<file path="config.mk">
export PLATFORM = sky130hd
export DESIGN_NAME = din_decoder
export DESIGN_NICKNAME = d
export VERILOG_FILES = /design/src/din_decoder_pkg.sv /design/src/din_sync_edge.sv /design/src/din_limit_guard.sv /design/src/din_decoder.sv
export VERILOG_INCLUDE_DIRS = /design/src
export SDC_FILE = /design/constraint.sdc
export NUM_CORES = 1
export LEC_CHECK = 0
export BUFFER_PORTS_ARGS = -buffer_cell sky130_fd_sc_hd__buf_2
export CAP_MARGIN = 10
export CORE_MARGIN = 4
export CORE_UTILIZATION = 54
export CTS_CLUSTER_DIAMETER = 100
export DETAILED_ROUTE_END_ITERATION = 16
export HOLD_SLACK_MARGIN = 0.02
export PLACE_DENSITY = 0.8
export SYNTH_ARGS = -nofsm -noshare
export SYNTH_HDL_FRONTEND = slang
export SYNTH_HIERARCHICAL = 1
export SYNTH_SLANG_ARGS = --single-unit
export TNS_END_PERCENT = 5
</file>
<file path="constraint.sdc">
create_clock -name mclk -period 2.8 [get_ports mclk]
set_input_delay 0.56 -clock mclk [delete_from_list [all_inputs] [get_ports mclk]]
set_output_delay 0.56 -clock mclk [all_outputs]
set_load 0.02 [all_outputs]
</file>
<file path="src/din_decoder_consts.svh">
// Constant definitions for the servo digital input decoder.
`ifndef DIN_DECODER_CONSTS_SVH
`define DIN_DECODER_CONSTS_SVH
// =====================================
// Widths and field positions
`define DIN_COUNT        10
`define SEL_WIDTH        6
`define SEL_BIT2         2
`define SEL_BIT3         3
`define GROUP_WIDTH      4
`define NODE_WIDTH       8
`define TARGET_WIDTH     10
// =====================================
// Reset values
`define SEL_RESET        6'h00
`define NODE_RESET       8'h00
`define TARGET_RESET     10'h000
`define CNT_RESET        4'h0
// =====================================
// Timing counts at 100 MHz: controller initialisation and braking phases.
`define INIT_TIME_NS     100
`define BRAKE_TIME_NS    100
`define CLK_PERIOD_NS    10
`define INIT_CYCLES      4'((`INIT_TIME_NS + `CLK_PERIOD_NS - 1) / `CLK_PERIOD_NS)
`define CNT_ONE          4'h1
`endif

</file>
<file path="src/din_decoder_pkg.sv">
// Types shared by the servo digital input decoder.
package din_decoder_pkg;
  // =====================================
  // Drive power-stage sequencing states.
  typedef enum logic [2:0] {
    ST_OFF,
    ST_INIT,
    ST_ON,
    ST_BRAKE,
    ST_FAULT
  } drive_state_t;
endpackage : din_decoder_pkg

</file>
<file path="src/din_sync_edge.sv">
// Two-stage synchroniser with rising and falling edge pulses.
`timescale 1ns/1ps
`default_nettype none
module din_sync_edge (
  input  wire logic mclk,
  input  wire logic nrst,
  input  wire logic pin_in,
  output logic      level_o,
  output logic      rise_o,
  output logic      fall_o
);
  logic meta_q, meta_d;
  logic sync_q, sync_d;
  logic prev_q, prev_d;

  // The first stage feeds only the second; edges compare stage two and three.
  always_comb begin
    meta_d = pin_in;
    sync_d = meta_q;
    prev_d = sync_q;
  end

  // Registers for the synchroniser chain.
  always_ff @(posedge mclk or negedge nrst) begin
    if (!nrst) begin
      meta_q <= 1'b0;
      sync_q <= 1'b0;
      prev_q <= 1'b0;
    end else begin
      meta_q <= meta_d;
      sync_q <= sync_d;
      prev_q <= prev_d;
    end
  end

  assign level_o = sync_q;
  assign rise_o  = sync_q & ~prev_q;
  assign fall_o  = ~sync_q & prev_q;

  edge_single_a : assert property (@(posedge mclk) disable iff (!nrst)
    rise_o |=> !rise_o) else $error("rise pulse lasted more than one cycle");
endmodule : din_sync_edge
`default_nettype wire

</file>
<file path="src/din_limit_guard.sv">
// Direction guard for one limit switch input.
`timescale 1ns/1ps
`default_nettype none
module din_limit_guard (
  input  wire logic mclk,
  input  wire logic nrst,
  input  wire logic passive,
  input  wire logic on_limit_reset,
  input  wire logic drive_off,
  output logic      allow_o,
  output logic      hit_o
);
  logic block_q, block_d;

  // A limit reset while standing on the switch latches a block on that direction.
  // The block is dropped only once the switch turns passive again; drive_off gates hit_o alone.
  always_comb begin
    block_d = block_q;
    if (on_limit_reset && !passive) begin
      block_d = 1'b1;
    end else if (passive) begin
      block_d = 1'b0;
    end
  end

  // Block register.
  always_ff @(posedge mclk or negedge nrst) begin
    if (!nrst) begin
      block_q <= 1'b0;
    end else begin
      block_q <= block_d;
    end
  end

  assign allow_o = passive & ~block_q;
  assign hit_o   = ~passive & ~drive_off;

  guard_block_a : assert property (@(posedge mclk) disable iff (!nrst)
    (!passive) |-> !allow_o) else $error("motion allowed on active limit");
endmodule : din_limit_guard
`default_nettype wire

</file>
<file path="src/din_decoder.sv">
// Servo digital input decoder: ten inputs to drive commands.
//
// Contract
// - Ten digital command inputs, zero to nine, are each sampled by the decoder.
// - In positioning mode the six selector inputs form a 6-bit code for one of 64 targets.
// - The selector picks a target within the current position group.
// - In course program mode the selector inputs drive the course program instead.
// - A rising edge of the start input begins a move to the selected target.
// - Motion per direction is allowed only while that limit input is passive.
// - When a limit input loses its passive level the drive brakes at current limit, stage on.
// - A rising enable edge initialises the controller and then turns the power stage on.
// - A falling enable edge brakes to zero speed and then disables the power stage.
// - With an error pending a falling enable edge clears it and returns to ready.
// - On an active limit a falling enable edge resets the limit and blocks that direction.
// - The selector value may be added as an offset to the fieldbus node number.
// - Selector functions work only when both analogue inputs act as digital inputs.
// - With encoder emulation active selector inputs two and three are ignored.
// - With selector two and three used as outputs they are not used as inputs.
`include "din_decoder_consts.svh"
`timescale 1ns/1ps
`default_nettype none
module din_decoder (
  input  wire logic                              mclk,
  input  wire logic                              nrst,
  input  wire logic                              sel_bit0_in,
  input  wire logic                              sel_bit1_in,
  input  wire logic                              sel_bit2_in,
  input  wire logic                              sel_bit3_in,
  input  wire logic                              sel_bit4_in,
  input  wire logic                              sel_bit5_in,
  input  wire logic                              move_start_in,
  input  wire logic                              limit_neg_in,
  input  wire logic                              limit_pos_in,
  input  wire logic                              drive_enable_in,
  input  wire logic                              limit_nc_mode,
  input  wire logic                              course_mode,
  input  wire logic                              analog_as_digital,
  input  wire logic                              encoder_emul_on,
  input  wire logic                              dout12_on,
  input  wire logic                              node_offset_en,
  input  wire logic [`NODE_WIDTH-1:0]            node_base,
  input  wire logic [`GROUP_WIDTH-1:0]           position_group,
  input  wire logic                              error_pending,
  output logic                                   move_start,
  output logic [`TARGET_WIDTH-1:0]               target_index,
  output logic                                   course_valid,
  output logic [`SEL_WIDTH-1:0]                  course_code,
  output logic [`NODE_WIDTH-1:0]                 node_number,
  output logic                                   allow_neg,
  output logic                                   allow_pos,
  output logic                                   limit_brake,
  output logic                                   ctrl_init,
  output logic                                   stage_on,
  output logic                                   motor_brake,
  output logic                                   error_clear,
  output logic                                   ready
);
  import din_decoder_pkg::*;

  // =====================================
  // Input synchronisation
  logic [`DIN_COUNT-1:0] pins;
  logic [`DIN_COUNT-1:0] lvl;
  logic [`DIN_COUNT-1:0] rise;
  logic [`DIN_COUNT-1:0] fall;

  assign pins = {drive_enable_in, limit_pos_in, limit_neg_in, move_start_in,
                 sel_bit5_in, sel_bit4_in, sel_bit3_in, sel_bit2_in,
                 sel_bit1_in, sel_bit0_in};

  // Every input passes its own two-stage chain before any decoding.
  genvar gi;
  generate
    for (gi = 0; gi < `DIN_COUNT; gi = gi + 1) begin : g_sync
      din_sync_edge u_sync (
        .mclk    (mclk),
        .nrst    (nrst),
        .pin_in  (pins[gi]),
        .level_o (lvl[gi]),
        .rise_o  (rise[gi]),
        .fall_o  (fall[gi])
      );
    end
  endgenerate

  // =====================================
  // Selector decoding
  logic                   sel_usable;
  logic                   bits23_lost;
  logic [`SEL_WIDTH-1:0]  sel_code;
  logic                   start_rise;
  logic                   en_rise;
  logic                   en_fall;
  logic                   neg_passive;
  logic                   pos_passive;

  // Shared pins: analogue inputs must act as digital, and bits two and three drop out
  // when they feed the encoder emulation or serve as outputs; they then read as zero.
  always_comb begin
    sel_usable  = analog_as_digital;
    bits23_lost = encoder_emul_on | dout12_on;
    sel_code    = lvl[`SEL_WIDTH-1:0];
    if (bits23_lost) begin
      sel_code[`SEL_BIT2] = 1'b0;
      sel_code[`SEL_BIT3] = 1'b0;
    end
    if (!sel_usable) begin
      sel_code = `SEL_RESET;
    end
  end

  assign start_rise  = rise[`SEL_WIDTH];
  assign en_rise     = rise[`DIN_COUNT-1];
  assign en_fall     = fall[`DIN_COUNT-1];
  // A normally-closed switch is passive at 0 V, a normally-open one at 24 V.
  assign neg_passive = lvl[`SEL_WIDTH+1] ^ limit_nc_mode;
  assign pos_passive = lvl[`SEL_WIDTH+2] ^ limit_nc_mode;

  // =====================================
  // Command outputs
  logic                      move_start_q, move_start_d;
  logic [`TARGET_WIDTH-1:0]  target_q, target_d;
  logic                      course_valid_q, course_valid_d;
  logic [`SEL_WIDTH-1:0]     course_q, course_d;
  logic [`NODE_WIDTH-1:0]    node_q, node_d;

  // Target index joins the group and the in-group code; no adder needed.
  always_comb begin
    move_start_d   = 1'b0;
    target_d       = target_q;
    course_valid_d = course_mode & sel_usable;
    course_d       = course_mode ? sel_code : `SEL_RESET;
    node_d         = node_base;
    if (node_offset_en && sel_usable) begin
      node_d = node_base + {{(`NODE_WIDTH-`SEL_WIDTH){1'b0}}, sel_code};
    end
    if (start_rise && !course_mode && sel_usable) begin
      move_start_d = 1'b1;
      target_d     = {position_group, sel_code};
    end
  end

  // Command registers.
  always_ff @(posedge mclk or negedge nrst) begin
    if (!nrst) begin
      move_start_q   <= 1'b0;
      target_q       <= `TARGET_RESET;
      course_valid_q <= 1'b0;
      course_q       <= `SEL_RESET;
      node_q         <= `NODE_RESET;
    end else begin
      move_start_q   <= move_start_d;
      target_q       <= target_d;
      course_valid_q <= course_valid_d;
      course_q       <= course_d;
      node_q         <= node_d;
    end
  end

  // =====================================
  // Limit switch guards
  logic allow_neg_w, allow_pos_w, hit_neg, hit_pos;
  logic stage_off_w;

  assign stage_off_w = 1'b0;

  din_limit_guard u_neg (
    .mclk           (mclk),
    .nrst           (nrst),
    .passive        (neg_passive),
    .on_limit_reset (en_fall),
    .drive_off      (stage_off_w),
    .allow_o        (allow_neg_w),
    .hit_o          (hit_neg)
  );

  din_limit_guard u_pos (
    .mclk           (mclk),
    .nrst           (nrst),
    .passive        (pos_passive),
    .on_limit_reset (en_fall),
    .drive_off      (stage_off_w),
    .allow_o        (allow_pos_w),
    .hit_o          (hit_pos)
  );

  // =====================================
  // Power stage sequencing
  drive_state_t state_q, state_d;
  logic [3:0]   cnt_q, cnt_d;
  logic         error_clear_d;

  // Initialisation and braking each take a fixed count before the stage changes.
  // An error forces the fault state; only a falling enable edge leaves it.
  always_comb begin
    state_d       = state_q;
    cnt_d         = cnt_q;
    error_clear_d = 1'b0;
    case (state_q)
      ST_OFF: begin
        if (error_pending) begin
          state_d = ST_FAULT;
        end else if (en_rise) begin
          state_d = ST_INIT;
          cnt_d   = `INIT_CYCLES;
        end
      end
      ST_INIT: begin
        if (en_fall) begin
          state_d = ST_OFF;
        end else if (cnt_q == `CNT_ONE) begin
          state_d = ST_ON;
        end else begin
          cnt_d = cnt_q - `CNT_ONE;
        end
      end
      ST_ON: begin
        if (en_fall) begin
          state_d = ST_BRAKE;
          cnt_d   = `INIT_CYCLES;
        end
      end
      ST_BRAKE: begin
        if (cnt_q == `CNT_ONE) begin
          state_d = ST_OFF;
        end else begin
          cnt_d = cnt_q - `CNT_ONE;
        end
      end
      ST_FAULT: begin
        if (en_fall) begin
          state_d       = ST_OFF;
          error_clear_d = 1'b1;
        end
      end
      default: begin
        state_d = ST_OFF;
      end
    endcase
    if (error_pending && state_q != ST_FAULT && !error_clear_d) begin
      state_d = ST_FAULT;
    end
  end

  // Sequencer registers.
  always_ff @(posedge mclk or negedge nrst) begin
    if (!nrst) begin
      state_q <= ST_OFF;
      cnt_q   <= `CNT_RESET;
    end else begin
      state_q <= state_d;
      cnt_q   <= cnt_d;
    end
  end

  // =====================================
  // Registered status outputs
  logic allow_neg_q, allow_pos_q, limit_brake_q, ctrl_init_q, stage_on_q;
  logic motor_brake_q, error_clear_q, ready_q;

  // All drive outputs come from flip-flops, one cycle after the state they show.
  always_ff @(posedge mclk or negedge nrst) begin
    if (!nrst) begin
      allow_neg_q   <= 1'b0;
      allow_pos_q   <= 1'b0;
      limit_brake_q <= 1'b0;
      ctrl_init_q   <= 1'b0;
      stage_on_q    <= 1'b0;
      motor_brake_q <= 1'b0;
      error_clear_q <= 1'b0;
      ready_q       <= 1'b0;
    end else begin
      allow_neg_q   <= allow_neg_w;
      allow_pos_q   <= allow_pos_w;
      limit_brake_q <= (hit_neg | hit_pos) & (state_q == ST_ON);
      ctrl_init_q   <= state_q == ST_INIT;
      stage_on_q    <= (state_q == ST_ON) | (state_q == ST_BRAKE);
      motor_brake_q <= state_q == ST_BRAKE;
      error_clear_q <= error_clear_d;
      ready_q       <= state_q != ST_FAULT;
    end
  end

  assign move_start   = move_start_q;
  assign target_index = target_q;
  assign course_valid = course_valid_q;
  assign course_code  = course_q;
  assign node_number  = node_q;
  assign allow_neg    = allow_neg_q;
  assign allow_pos    = allow_pos_q;
  assign limit_brake  = limit_brake_q;
  assign ctrl_init    = ctrl_init_q;
  assign stage_on     = stage_on_q;
  assign motor_brake  = motor_brake_q;
  assign error_clear  = error_clear_q;
  assign ready        = ready_q;

  // =====================================
  // Checks
  logic [`GROUP_WIDTH-1:0] position_group_q1;
  logic [`SEL_WIDTH-1:0]   sel_q1;

  // Delayed copies of the target inputs, so the target check sees the values that were taken.
  always_ff @(posedge mclk or negedge nrst) begin
    if (!nrst) begin
      position_group_q1 <= 4'h0;
      sel_q1            <= `SEL_RESET;
    end else begin
      position_group_q1 <= position_group;
      sel_q1            <= sel_code;
    end
  end

  start_pulse_a : assert property (@(posedge mclk) disable iff (!nrst)
    (start_rise && !course_mode && sel_usable) |=> move_start)
    else $error("start edge did not issue move");
  target_code_a : assert property (@(posedge mclk) disable iff (!nrst)
    move_start |-> target_index == {position_group_q1, sel_q1})
    else $error("target index mismatch");
  init_then_on_a : assert property (@(posedge mclk) disable iff (!nrst)
    (state_q == ST_OFF && en_rise && !error_pending) |=> state_q == ST_INIT ##10 state_q == ST_ON)
    else $error("init did not lead to stage on");
  brake_then_off_a : assert property (@(posedge mclk) disable iff (!nrst)
    (state_q == ST_ON && en_fall && !error_pending) |=> state_q == ST_BRAKE ##10 state_q == ST_OFF)
    else $error("brake did not end in stage off");
  fault_clear_a : assert property (@(posedge mclk) disable iff (!nrst)
    (state_q == ST_FAULT && en_fall) |=> state_q == ST_OFF ##0 error_clear)
    else $error("falling enable did not clear error");
  lost_bits_a : assert property (@(posedge mclk) disable iff (!nrst)
    bits23_lost |-> (sel_code[`SEL_BIT2] == 1'b0 && sel_code[`SEL_BIT3] == 1'b0))
    else $error("selector bits two and three used while unavailable");
  analog_gate_a : assert property (@(posedge mclk) disable iff (!nrst)
    !sel_usable |=> !move_start)
    else $error("move started with selector unusable");
  course_gate_a : assert property (@(posedge mclk) disable iff (!nrst)
    course_mode |=> !move_start)
    else $error("position move in course mode");
  limit_stop_a : assert property (@(posedge mclk) disable iff (!nrst)
    !neg_passive |=> !allow_neg)
    else $error("negative travel allowed on active limit");

  start_cov_c : cover property (@(posedge mclk) disable iff (!nrst) move_start);
  on_cov_c    : cover property (@(posedge mclk) disable iff (!nrst) state_q == ST_ON);
  fault_cov_c : cover property (@(posedge mclk) disable iff (!nrst) error_clear);
  limit_cov_c : cover property (@(posedge mclk) disable iff (!nrst) limit_brake);
endmodule : din_decoder
`default_nettype wire

</file>
**After elaboration in Yosys (flattened, before gate mapping)**

Index checks and enable logic that the tools add are counted.
W data, S select, Z words.

- Flip-flop bits (word level): 65
- Bits of input ports: 31
- Output and inout port bits: 34

- $add $sub $neg: 2
- Equal/unequal tests: 15
- Multiplexer cells: 26
- Bitwise gates (word level): 19
- Reductions and logical operators: 17

Operators with widths:

| cell | count |
|---|---|
| $mux W3 | 8 |
| $mux W4 | 5 |
| $pmux W4 S4 | 1 |
| $pmux W3 S5 | 1 |
| $mux W6 | 2 |
| $reduce_and A5 Y1 | 2 |
| $add A8 B6 Y8 | 1 |
| $mux W8 | 1 |
| $and A1 B1 Y1 | 7 |
| $logic_and A1 B1 Y1 | 7 |
| $mux W1 | 7 |
| $not A1 Y1 | 7 |
| $eq A3 B2 Y1 const B | 2 |
| $ne A2 B2 Y1 const B | 3 |
| $ne A3 B2 Y1 const B | 2 |
| $ne A3 B3 Y1 const B | 2 |
| $eq A4 B1 Y1 const B | 1 |
| $logic_not A1 Y1 | 4 |
| $ne A4 B3 Y1 const B | 1 |
| $ne A4 B4 Y1 const B | 1 |
| $reduce_bool A2 Y1 | 2 |
| $reduce_bool A4 Y1 | 1 |
| $sub A4 B1 Y4 const B | 1 |
| $eq A3 B1 Y1 const B | 1 |
| other kinds (6) | 9 |

**Longest topological paths before layout**

- Depth in word-level cells: 8
- Gate-level depth with buffers: 9
- Depth with buffers taken out: 8

**Cells and area by module**

Netlist, hierarchy kept.

By module, submodules not included:

| module | times used | cells each | area an instance (sq um) | sequential area each (sq um) |
|---|---|---|---|---|
| din_decoder | 1 | 191 | 1943.1 | 1026.0 |
| din_sync_edge | 10 | 5 | 90.1 | 75.1 |
| din_limit_guard | 2 | 4 | 47.5 | 25.0 |

**Worst setup path after synthesis**

No wires, ideal clock.

- Path type: in2reg
- From: input analog_as_digital
- To: register node_q[6], in the netlist node_number[6]
- Setup time: 69 ps
- Arrival: 2305 ps
- Setup slack: 426 ps
- Cell stages on the path: 9
- Path through: clkbuf_1 > and2_1 > ha_1 > inv_1 > fa_1 > and3b_1 > a311oi_1 > or4_1 > nand3_1

- Cells in the longest elaborated chain, start to end: 3
- Elaborated cells between the ends (all ways): 4
- Classes of those cells: 1 x add/sub; 2 x mux; 1 x reduce/logical

Ends and longest elaborated chain:

| item | line | RTL |
|---|---|---|
| start, declared | din_decoder.sv:37 | `input wire logic analog_as_digital,` |
| $mux W6 | din_decoder.sv:107 | `if (!sel_usable) begin` |
| net sel_code[0] | din_decoder.sv:90 | `` logic [`SEL_WIDTH-1:0] sel_code; `` |
| $add A8 B6 Y8 | din_decoder.sv:135 | `` node_d = node_base + {{(`NODE_WIDTH-`SEL_WIDTH){1'b0}}, sel_code}; `` |
| $mux W8 | din_decoder.sv:134 | `if (node_offset_en && sel_usable) begin` |
| net node_d[6] | din_decoder.sv:125 | `` logic [`NODE_WIDTH-1:0] node_q, node_d; `` |
| end signal, assigned | din_decoder.sv:150 | `` node_q <= `NODE_RESET; `` |
| end signal, assigned | din_decoder.sv:156 | `node_q <= node_d;` |
| end, declared | din_decoder.sv:125 |  |

The timed path passes the listed nets, and every way through them passes these cells.
A chain may end at the register's enable or synchronous reset.

**Final worst setup path**

Ends and elaborated chain as after synthesis.

==> results.toml <==
[worst_setup_path]
worst_setup_path_end_kind = "flop"
reg2reg_depth = 6
reg2reg_slack_ns = 0.66
crit_required_ns = 2.99
cp-startpoint = "analog_as_digital"
worstPathMaxFanout = 14
start_kind = "input pin"
rr_endpoint = "node_number[6]"
cp.arrival_ns = 2.41
endpoint = "node_number[6]"
r2r-start = "g_sync[3].u_sync/level_o"
path_class = "input pin to flop"

[pwr]
cellLeakagePower_nw = 1.65
peakVddDrop_mv = 0.353
power.density_nw_per_um2 = 650

[run_status]
status = "finished clean"

[route]
dr.pass1.iters = 4
vias_per_cell = 5.08
drc_errors = 0
drt-total-wl_um = 4740
vias = 1804
post_drt_wl_per_cell_um = 13.4
postRouteAntennaNets = 0
drt_iter0_markers = 98

[grt]
grt_pass1_wl_um = 8070
grt_pass1_vias = 1771
grt-ovfl-total = 0
grt_start_max_net_pins = 35
antenna_found_initial = 0
grtUsageTotal_pct = 17.2

[clocking]
clkTransAtPathRegs_ns = 0.07
cts.sinks = 65
post_cts_buffers = 0
clock_latency_ns = 0.33
cts_buffer_depth = 2
cts_tree = "yes"
root_buffer = "clkbuf_8"
cts_hold_buf = 0
h-tree-depth = 3
cts_resized = 0
cts_buffers = 9

[sta]
fin_crit_ns = 2.22
hold_viol_final = 0
fin_hold_ws_ns = 0.269
drv_slew = 0
max_freq_ghz = 0.451
period_share_pct = 79.2
rsz0062_at_grt = "false"
relSlewSlack_pct = 53.6
setup_tns_ns = 0
skew_ns = 0.00759
worst_pin_slew_ns = 0.696
setup_viol = 0

[floorplan]
fp-row-count = 25
dieArea_um2 = 6010
die_h_um = 77.5
die_w_um = 77.5
fp.coreArea_um2 = 4690
io-pin-count = 65
start_util_pct = 55.6

[finish]
syn_to_final_growth_pct = 21.3
most-common-layout-cells = "dfrtp_1, buf_2, nand2_1"
drive_gt1_share_pct = 27.9
diodes = 0
final_common_cell = "dfrtp_1"
layout.nets = 335

[logic_synthesis]
syn_avg_cell_area_um2 = 11.7
synth_area_um2 = 2610
yosys_warnings = 6
syn_inst = 224

[run]
max_cap_violations = 0

[placement]
gp_congestion = 0.876
numPortBuffers = 64
dpl.hpwl_um = 3570

[hold_path]
min_path_type = "input pin to async pin"
power by group:
group | total [W] | leakage [nW] | switching [W] | internal, W
clock network | 0.000662 | 0.0770 | 0.000339 | 0.000323
logic | 0.000318 | 0.773 | 0.000196 | 0.000122
registers | 0.00108 | 0.801 | 0.0000503 | 0.00103
total | 0.00206 | 1.65 | 0.000585 | 0.00147
worst min-delay path by stage:
stage,to,slack (ns),cells past startpoint,startpoint
final,error_clear,0.27,1,nrst
after global placement,g_sync[1].u_sync/level_o,0.33,0,g_sync[1].u_sync/meta_q
after floorplan,allow_neg,0.26,0,nrst
after CTS,state_q[2],0.29,1,nrst
after detailed placement,g_sync[4].u_sync/level_o,0.34,0,g_sync[4].u_sync/meta_q
after global routing,g_sync[2].u_sync/meta_q,0.31,1,sel_bit2_in
critical path, cell delays in order:
cell and delay [ns]:
buf_2 0.19, nor4bb_1 0.44, ha_1 0.38, and3b_1 0.21
a311oi_1 0.39, or4_1 0.18, nand3_1 0.06
final cells by class:
class | count | area, µm²
multi-input combinational | 146 | 935
timing repair buffer | 65 | 340
inverter | 9 | 33.8
clock inverter | 4 | 28.8
clock buffer | 12 | 135
sequential | 65 | 1630
tap | 54 | 67.6
fill | 371 | 1530
flip-flops by register name (all words and copies together), names as in the netlist, 2 cells and up:
signal	cells
g_sync.u_sync/level_o	10
node_number	8
g_sync.u_sync/prev_q	2
target_index	10
g_sync.u_sync/meta_q	10
state_q	3
cnt_q	4
course_code	6
metrics by stage:
stage | cells | setup slack [ns] | util (%) | area (µm²) | power, W
after floorplan | 225 | 0.426 | - | 2610 | 0.00128
after global placement | 339 | 0.318 | 64.0 | 3000 | 0.00140
after detailed placement | 339 | 0.243 | 64.0 | 3000 | 0.00142
after CTS | 355 | 0.586 | 67.5 | 3170 | 0.00207
after global routing | 355 | 0.361 | 67.5 | 3170 | 0.00216
final | 355 | 0.582 | 67.5 | 3170 | 0.00206
routing by layer:
layer | GRT usage (%) | share of wire [%] | vias up
met5 | 0 | 0 | -
met4 | 9.96 | 2.6 | 0
met3 | 4.18 | 6.5 | 13
met2 | 24.9 | 45 | 60
met1 | 23.6 | 46 | 827
li1 | - | - | 904
No activity file was read; power rests on OpenSTA's default activity.
